===== src/probe_latch_defs.svh =====
// Register indices, field positions and reset values of the probe position latch
`ifndef PROBE_LATCH_DEFS_SVH
`define PROBE_LATCH_DEFS_SVH
`define IDX_CONTROL 16'h60b8
`define IDX_STATUS 16'h60b9
`define IDX_CH1_RISE 16'h60ba
`define IDX_CH1_FALL 16'h60bb
`define IDX_CH2_RISE 16'h60bc
`define IDX_CH2_FALL 16'h60bd
`define CONTROL_RESET 16'h0000
`define CH_BYTE_W 8
`define CH2_BASE 8
`define F_ENABLE 0
`define F_MODE 1
`define F_SOURCE 2
`define F_RISE_EN 4
`define F_FALL_EN 5
`define S_RISE_STORED 1
`define S_FALL_STORED 2
`define S_COUNT_LO 6
`define CTRL_USED_MASK 8'h37
`define POS_RESET 32'h0000_0000
`define NUM_CHANNELS 2
`define NUM_POS 4
`endif


===== src/probe_latch_pkg.sv =====
// Types shared by the probe position latch files
package probe_latch_pkg;
    typedef logic [31:0] position_t;
    typedef logic [1:0] pos_slot_t;
    typedef enum logic [0:0] {ST_IDLE, ST_ARMED} arm_state_t;
endpackage


===== src/probe_position_latch.sv =====
// Two-channel probe position latch with its control and status objects
`timescale 1ns/1ps
`include "probe_latch_defs.svh"
module probe_position_latch (
    input wire logic clk,
    input wire logic rstn,
    input wire logic ce,
    input wire logic probe_input_one,
    input wire logic probe_input_two,
    input wire logic zero_pulse,
    input wire logic [31:0] feedback_position,
    input wire logic obj_write,
    input wire logic obj_read,
    input wire logic [15:0] obj_index,
    input wire logic [31:0] obj_wdata,
    output logic [31:0] obj_rdata,
    output logic obj_rvalid,
    output logic obj_error
);
    logic [15:0] control;
    logic [15:0] next_control;
    logic [`NUM_CHANNELS-1:0] prev_src;
    logic [`NUM_CHANNELS-1:0] next_prev_src;
    logic [`NUM_CHANNELS-1:0] rise_stored;
    logic [`NUM_CHANNELS-1:0] next_rise_stored;
    logic [`NUM_CHANNELS-1:0] fall_stored;
    logic [`NUM_CHANNELS-1:0] next_fall_stored;
    logic [1:0] count [`NUM_CHANNELS];
    logic [1:0] next_count [`NUM_CHANNELS];
    probe_latch_pkg::arm_state_t state [`NUM_CHANNELS];
    probe_latch_pkg::arm_state_t next_state [`NUM_CHANNELS];
    logic [`NUM_POS-1:0] pos_wr;
    logic [`NUM_CHANNELS-1:0] src_now;
    logic [15:0] status;
    logic [31:0] store_rdata;
    probe_latch_pkg::pos_slot_t rd_slot;
    logic rd_is_pos;
    logic [31:0] reg_rdata;
    logic [31:0] next_reg_rdata;
    logic next_rvalid;
    logic next_error;
    logic rd_from_store;
    logic next_rd_from_store;
    logic [`NUM_CHANNELS-1:0] ch_enable;
    logic [`NUM_CHANNELS-1:0] ch_mode;
    logic [`NUM_CHANNELS-1:0] ch_source;
    logic [`NUM_CHANNELS-1:0] ch_rise_en;
    logic [`NUM_CHANNELS-1:0] ch_fall_en;
    logic [`NUM_CHANNELS-1:0] rise_ev;
    logic [`NUM_CHANNELS-1:0] fall_ev;

    // Slice one channel's byte out of a 16-bit object
    function automatic logic [7:0] ch_byte(input logic [15:0] word, input int ch);
        ch_byte = (ch == 0) ? word[`CH_BYTE_W-1:0] : word[`CH2_BASE +: `CH_BYTE_W];
    endfunction

    // Channel and edge to position slot, used by both read decode and capture strobes
    function automatic probe_latch_pkg::pos_slot_t pos_slot(input int ch, input logic fall);
        pos_slot = probe_latch_pkg::pos_slot_t'(2 * ch + int'(fall));
    endfunction

    // Per-channel control fields; both channels share one layout, each in its own byte
    always_comb
    begin
        logic [7:0] fields;
        fields = 8'h00;
        // Channel one reads the low byte and channel two the high byte
        for (int ch = 0; ch < `NUM_CHANNELS; ch++)
        begin
            fields = ch_byte(control, ch);
            ch_enable[ch] = fields[`F_ENABLE];
            ch_mode[ch] = fields[`F_MODE];
            ch_source[ch] = fields[`F_SOURCE];
            ch_rise_en[ch] = fields[`F_RISE_EN];
            ch_fall_en[ch] = fields[`F_FALL_EN];
        end
    end

    // Source select per channel; the zero pulse is shared by both channels
    // Switching source while armed can show one false edge, so set the source before enabling
    always_comb
    begin
        src_now[0] = ch_source[0] ? zero_pulse : probe_input_one;
        src_now[1] = ch_source[1] ? zero_pulse : probe_input_two;
    end

    // Edges are found against last cycle's level; a direction whose enable is low never fires
    always_comb
    begin
        for (int ch = 0; ch < `NUM_CHANNELS; ch++)
        begin
            rise_ev[ch] = ch_rise_en[ch] && src_now[ch] && !prev_src[ch];
            fall_ev[ch] = ch_fall_en[ch] && !src_now[ch] && prev_src[ch];
        end
        next_prev_src = src_now;
    end

    // Control object write; reserved bits are dropped so they cannot steer anything
    always_comb
    begin
        next_control = control;
        if (obj_write && obj_index == `IDX_CONTROL)
        begin
            next_control = {obj_wdata[15:8] & `CTRL_USED_MASK, obj_wdata[7:0] & `CTRL_USED_MASK};
        end
    end

    // Capture engine, one iteration per channel with no shared state
    always_comb
    begin
        logic hit;
        hit = 1'b0;
        pos_wr = '0;
        for (int ch = 0; ch < `NUM_CHANNELS; ch++)
        begin
            next_rise_stored[ch] = rise_stored[ch];
            next_fall_stored[ch] = fall_stored[ch];
            next_count[ch] = count[ch];
            next_state[ch] = state[ch];
            // One source cannot rise and fall in the same cycle
            hit = rise_ev[ch] || fall_ev[ch];
            case (state[ch])
                probe_latch_pkg::ST_IDLE:
                begin
                    // Disabled: flags and counter stay cleared, enable re-arms
                    next_rise_stored[ch] = 1'b0;
                    next_fall_stored[ch] = 1'b0;
                    next_count[ch] = 2'h0;
                    // Arming takes one edge, so the status enable lags the control bit by a cycle
                    if (ch_enable[ch])
                    begin
                        next_state[ch] = probe_latch_pkg::ST_ARMED;
                    end
                end
                probe_latch_pkg::ST_ARMED:
                begin
                    if (!ch_enable[ch])
                    begin
                        // Clear together with the state change so status never shows stale flags
                        next_state[ch] = probe_latch_pkg::ST_IDLE;
                        next_rise_stored[ch] = 1'b0;
                        next_fall_stored[ch] = 1'b0;
                        next_count[ch] = 2'h0;
                    end
                    // Single mode: any stored flag blocks further captures until re-armed
                    else if (hit && (ch_mode[ch] || !(rise_stored[ch] || fall_stored[ch])))
                    begin
                        // Capture the position into the slot for this edge
                        pos_wr[pos_slot(ch, fall_ev[ch])] = 1'b1;
                        next_rise_stored[ch] = rise_stored[ch] | rise_ev[ch];
                        next_fall_stored[ch] = fall_stored[ch] | fall_ev[ch];
                        if (ch_mode[ch])
                        begin
                            next_count[ch] = count[ch] + 2'h1; // Wraps 3 to 0
                        end
                    end
                end
                default:
                begin
                    next_state[ch] = probe_latch_pkg::ST_IDLE;
                end
            endcase
        end
    end

    // Status object assembly; reserved bits forced to zero
    always_comb
    begin
        status = 16'h0000;
        for (int ch = 0; ch < `NUM_CHANNELS; ch++)
        begin
            status[ch * `CH2_BASE + `F_ENABLE] = (state[ch] == probe_latch_pkg::ST_ARMED);
            status[ch * `CH2_BASE + `S_RISE_STORED] = rise_stored[ch];
            status[ch * `CH2_BASE + `S_FALL_STORED] = fall_stored[ch];
            status[ch * `CH2_BASE + `S_COUNT_LO +: 2] = count[ch];
        end
    end

    // Read decode; positions come from the store one cycle later, like other objects
    always_comb
    begin
        next_reg_rdata = 32'h0000_0000;
        next_rvalid = obj_read;
        next_error = 1'b0;
        next_rd_from_store = 1'b0;
        rd_is_pos = 1'b0;
        rd_slot = probe_latch_pkg::pos_slot_t'(0);
        if (obj_index == `IDX_CONTROL)
        begin
            next_reg_rdata = {16'h0000, control};
        end
        else if (obj_index == `IDX_STATUS)
        begin
            next_reg_rdata = {16'h0000, status};
        end
        else if (obj_index == `IDX_CH1_RISE)
        begin
            rd_is_pos = 1'b1;
            rd_slot = pos_slot(0, 1'b0);
        end
        else if (obj_index == `IDX_CH1_FALL)
        begin
            rd_is_pos = 1'b1;
            rd_slot = pos_slot(0, 1'b1);
        end
        else if (obj_index == `IDX_CH2_RISE)
        begin
            rd_is_pos = 1'b1;
            rd_slot = pos_slot(1, 1'b0);
        end
        else if (obj_index == `IDX_CH2_FALL)
        begin
            rd_is_pos = 1'b1;
            rd_slot = pos_slot(1, 1'b1);
        end
        else
        begin
            next_error = obj_read || obj_write; // Unknown object answers with an error
        end
        next_rd_from_store = rd_is_pos;
    end

    // Read data mux; the store output is already registered
    always_comb
    begin
        obj_rdata = rd_from_store ? store_rdata : reg_rdata;
    end

    // Positions live in their own store; its read data is already registered
    position_store u_store (
        .clk(clk),
        .rstn(rstn),
        .ce(ce),
        .wr_en(pos_wr),
        .wr_data(feedback_position),
        .rd_addr(rd_slot),
        .rd_data(store_rdata)
    );

    // Channel state, all frozen while the clock enable is low
    always_ff @(posedge clk)
    begin
        if (!rstn)
        begin
            // Inputs idle low, so a low previous level keeps a false edge from following reset
            control <= `CONTROL_RESET;
            prev_src <= '0;
            rise_stored <= '0;
            fall_stored <= '0;
            for (int ch = 0; ch < `NUM_CHANNELS; ch++)
            begin
                count[ch] <= 2'h0;
                state[ch] <= probe_latch_pkg::ST_IDLE;
            end
        end
        else if (ce)
        begin
            control <= next_control;
            prev_src <= next_prev_src;
            rise_stored <= next_rise_stored;
            fall_stored <= next_fall_stored;
            count <= next_count;
            state <= next_state;
        end
    end

    // Object answer registers; a low clock enable also holds a pending answer
    always_ff @(posedge clk)
    begin
        if (!rstn)
        begin
            reg_rdata <= 32'h0000_0000;
            obj_rvalid <= 1'b0;
            obj_error <= 1'b0;
            rd_from_store <= 1'b0;
        end
        else if (ce)
        begin
            reg_rdata <= next_reg_rdata;
            obj_rvalid <= next_rvalid;
            obj_error <= next_error;
            rd_from_store <= next_rd_from_store;
        end
    end
endmodule // probe_position_latch


===== src/position_store.sv =====
// Small register memory for the four latched positions
`timescale 1ns/1ps
`include "probe_latch_defs.svh"
module position_store (
    input wire logic clk,
    input wire logic rstn,
    input wire logic ce,
    input wire logic [`NUM_POS-1:0] wr_en,
    input wire logic [31:0] wr_data,
    input wire logic [1:0] rd_addr,
    output logic [31:0] rd_data
);
    logic [31:0] mem [`NUM_POS];
    logic [31:0] next_mem [`NUM_POS];
    logic [31:0] next_rd_data;

    // Each slot takes the shared position word when its strobe is high
    always_comb
    begin
        for (int i = 0; i < `NUM_POS; i++)
        begin
            next_mem[i] = wr_en[i] ? wr_data : mem[i];
        end
        next_rd_data = mem[rd_addr];
    end

    // Registered read keeps the data output glitch free
    always_ff @(posedge clk)
    begin
        if (!rstn)
        begin
            for (int i = 0; i < `NUM_POS; i++)
            begin
                mem[i] <= `POS_RESET;
            end
            rd_data <= `POS_RESET;
        end
        else if (ce)
        begin
            mem <= next_mem;
            rd_data <= next_rd_data;
        end
    end
endmodule // position_store


===== config.mk =====
export PLATFORM = sky130hd
export DESIGN_NAME = probe_position_latch
export DESIGN_NICKNAME = d
export VERILOG_FILES = /design/src/probe_latch_pkg.sv /design/src/probe_position_latch.sv /design/src/position_store.sv
export VERILOG_INCLUDE_DIRS = /design/src /design/src/src
export SDC_FILE = /design/constraint.sdc
export NUM_CORES = 1
export LEC_CHECK = 0
export BUFFER_PORTS_ARGS = -buffer_cell sky130_fd_sc_hd__clkbuf_2
export CAP_MARGIN = 20
export CORE_MARGIN = 4
export CORE_UTILIZATION = 50
export CTS_CLUSTER_DIAMETER = 120
export DETAILED_ROUTE_END_ITERATION = 8
export PLACE_DENSITY_LB_ADDON = 0.25
export SLEW_MARGIN = 10
export SYNTH_ARGS = -nofsm -noshare
export SYNTH_HDL_FRONTEND = slang
export SYNTH_SLANG_ARGS = --single-unit

===== constraint.sdc =====
create_clock -name clk -period 1.8 [get_ports clk]
set_input_delay 0.36 -clock clk [delete_from_list [all_inputs] [get_ports clk]]
set_output_delay 0.36 -clock clk [all_outputs]
set_load 0.05 [all_outputs]

==> run metrics <==
layout overhead on the synthesized area 26.69%; failing checks setup timing; Post-Route WL 26.50 mm; share of async-settable or async-resettable flops after synthesis 0; Final Cell Area 0.01191 mm²; Vias 7807; CP Data Required Time 2.12 ns; status complete, but fails checks; DRC Markers 0; Hold Path Cell Cnt 3; Num CTS Buffers 17; Slew Limit Fails 0; Final nets 1180; Fill cells 1439; RSZ-0062 raised after global routing true; crit-path max cell delay 0.35 ns; Final ANT Viol Nets 0; PortBufs 99; Setup WS post-layout -0.05795 ns; worst relative slew slack 0.6710; CP max stage cell dfxtp_2; full die area 0.02106 mm²; Hold Buf Count CTS 0; final worst-path cycle share 1.032; Clock Pin Slew Worst Setup and Hold Paths 0.07 ns; Synth Net Count 1077; DP Area 0.01083 mm²; minimum clock period 1.858 ns; CP Launch Type flop; Die W 145.1 µm; first-pass GRT wire length 41.90 mm; #FFs+latches synth 199; RD Place Congestion 0.8593; cell repeated most along the worst path buf_6; Post-synth top cells dfxtp_1, mux2i_1, nor2b_1; Core ar. 0.01821 mm²; H-tree depth 4; post-synthesis sequential area ratio 0.4239; Worst-Skew Late Latency 0.43 ns; Final Util 0.6540; r2r worst-path depth 7; dpl hpwl 15.37 mm; R2R setup slack -0.06 ns; Site Rows 49; CTS root buffer clkbuf_16; ratio of cells with drive above 1 in the final layout 0.2299; setup_tns -0.5526 ns; Post-Synthesis Cells 989; most frequent cell after synthesis dfxtp_1; Clock Sinks 199; top-area cell type share of the netlist area 0.4239; worst min path class input pin to flop; Netlist cell types 47; Total GRT Usage 0.2461; critical path cell sequence mux2_4 > buf_6 > nor4_4 > buf_6 > buf_16 > mux2i_1 > nor2b_1; cell type with the largest total area after synthesis dfxtp_1; largest net degree at the start of global routing 58; Hold Crit Endpoint control[10]; vias in the first global route 7589; max-cap violations 0; initial antenna violation count 0; clk_skew 0.008243 ns; TritonCTS clock tree built; reg-to-reg endpoint u_store.mem[1]; top cells by area, synth dfxtp_1, mux2i_1, nor2b_1; Post-synth EDFFs 0; LEAKAGE 0.004598 µW; worst hold start obj_wdata[10]; num ports 122; top_reg_cell synth dfxtp_1; Peak Freq 538.2 MHz; Setup Viol. Count Final 18; initial core utilization 0.5162; crit path max fanout 8; RR Startpoint control[10]; crit end category flop; number of failing hold endpoints at the final stage 0; Routed wire per std cell 19.86 µm; area of the mapped netlist 0.009399 mm²; Worst-Margin Slew 0.4924 ns; first-pass iteration count of the detailed router 5; Critical Path AT 2.18 ns; vias per std cell 5.852; Inserted Diodes 0; worst IR drop on VDD 0.8432 mV; Die Ht 145.1 µm; Mapped Avg Cell Area 9.504 µm²; Crit Path Category flop to flop; power density cells 747.7 mW/mm²; Overflow after GRT 0; Clock Path Buffers 2; Syn. warnings 0; Starting DRT DRC Count 633; CP startpoint control[10]
[placed cells by master (no fill, tap or decap), drive strengths merged, types with 3 or more instances in the layout]
cell,n
o21a,40
and2,26
a31oi,36
o31a,3
inv,11
buf,107
clkbuf,87
a31o,3
nor3b,3
nor3,4
clkinv,5
clkinvlp,4
dfxtp,199
nor2,8
nor4b,5
nand2,23
nor2b,145
mux2i,172
o21ai,81
nand3,50
nand4,37
nor4,3
o32ai,6
nand2b,5
a21boi,12
mux2,10
[flip-flops by register name, indices dropped and copies added, names as in the netlist]
register	flops
rise_stored	2
fall_stored	2
state	2
prev_src	2
control	10
rd_from_store	1
obj_rvalid	1
u_store.rd_data	32
count	4
obj_error	1
reg_rdata	14
u_store.mem	128
[through the flow]
| step | instances | hold WS [ns] | total power [µW] | setup WS (ns) |
|---|---|---|---|---|
| finish | 1334 | 0.1562 | 8903 | -0.05795 |
| global route | 1334 | 0.1628 | 9166 | -0.09596 |
| CTS | 1332 | 0.1432 | 8928 | -0.05388 |
| detailed placement | 1290 | 0.4758 | 5107 | -0.1133 |
| global placement | 1290 | 0.4688 | 5100 | -0.06016 |
| floorplan | 989 | 0.4514 | 4866 | 0.06702 |
[kinds of logic after synthesis]
logic type                Yosys count  synth area share
muxes                             182            0.1952
xor gates and xnor gates            1         0.0009320
AOI/OAI and AO/OA                 191            0.1293
buffers and inverters             100           0.05005
and+or+nand+nor                   316            0.2007
DFF                               199            0.4239
[worst max-delay path, delay by kind of cell (launching register included)]
family	cells	cell delay (ns)
buffers and inverters	3	0.48
flip-flops	1	0.35
multiplexers	2	0.56
AND/OR/NAND/NOR	2	0.35
[cell type report]
cell class	instances	area [µm²]	area share
well taps	229	286.5	0.02406
repair buffers	175	1897	0.1593
flip-flops and latches	199	3990	0.3351
clock inverters	13	146.4	0.01229
inverters	9	33.78	0.002837
clock buffers	19	452.9	0.03804
multi-input cells	690	5101	0.4284
[layer usage]
layer | wire (µm) | GRT usage | up-vias
li1 | - | - | 3723
met2 | 12290 | 0.3890 | 221
met5 | 0 | 0 | -
met4 | 549 | 0.09069 | 0
met1 | 12220 | 0.3343 | 3816
met3 | 1442 | 0.05145 | 47
[how the worst max path moves through the flow]
| stage | endpoint | cells past startpoint |
|---|---|---|
| after floorplan | obj_rdata[25] | 3 |
| after global placement | u_store.mem[23] | 7 |
| after detailed placement | u_store.mem[25] | 7 |
| after CTS | obj_rdata[5] | 3 |
| after global routing | u_store.mem[21] | 7 |
| final | u_store.mem[1] | 7 |
[report_power, final]
group	switching [µW]	internal, µW
Clock	1740	2140
Combinational	311	245
Sequential	27.2	4440
Total	2080	6820
[repair_timing]
action                     4_1_cts  5_1_grt
pin swaps                        1        2
resized for setup               48       21
gates cloned                     6        1
setup buffers                    4        1
setup endpoints to repair       78       99
Note: power is estimated with default switching activity, not from simulation.
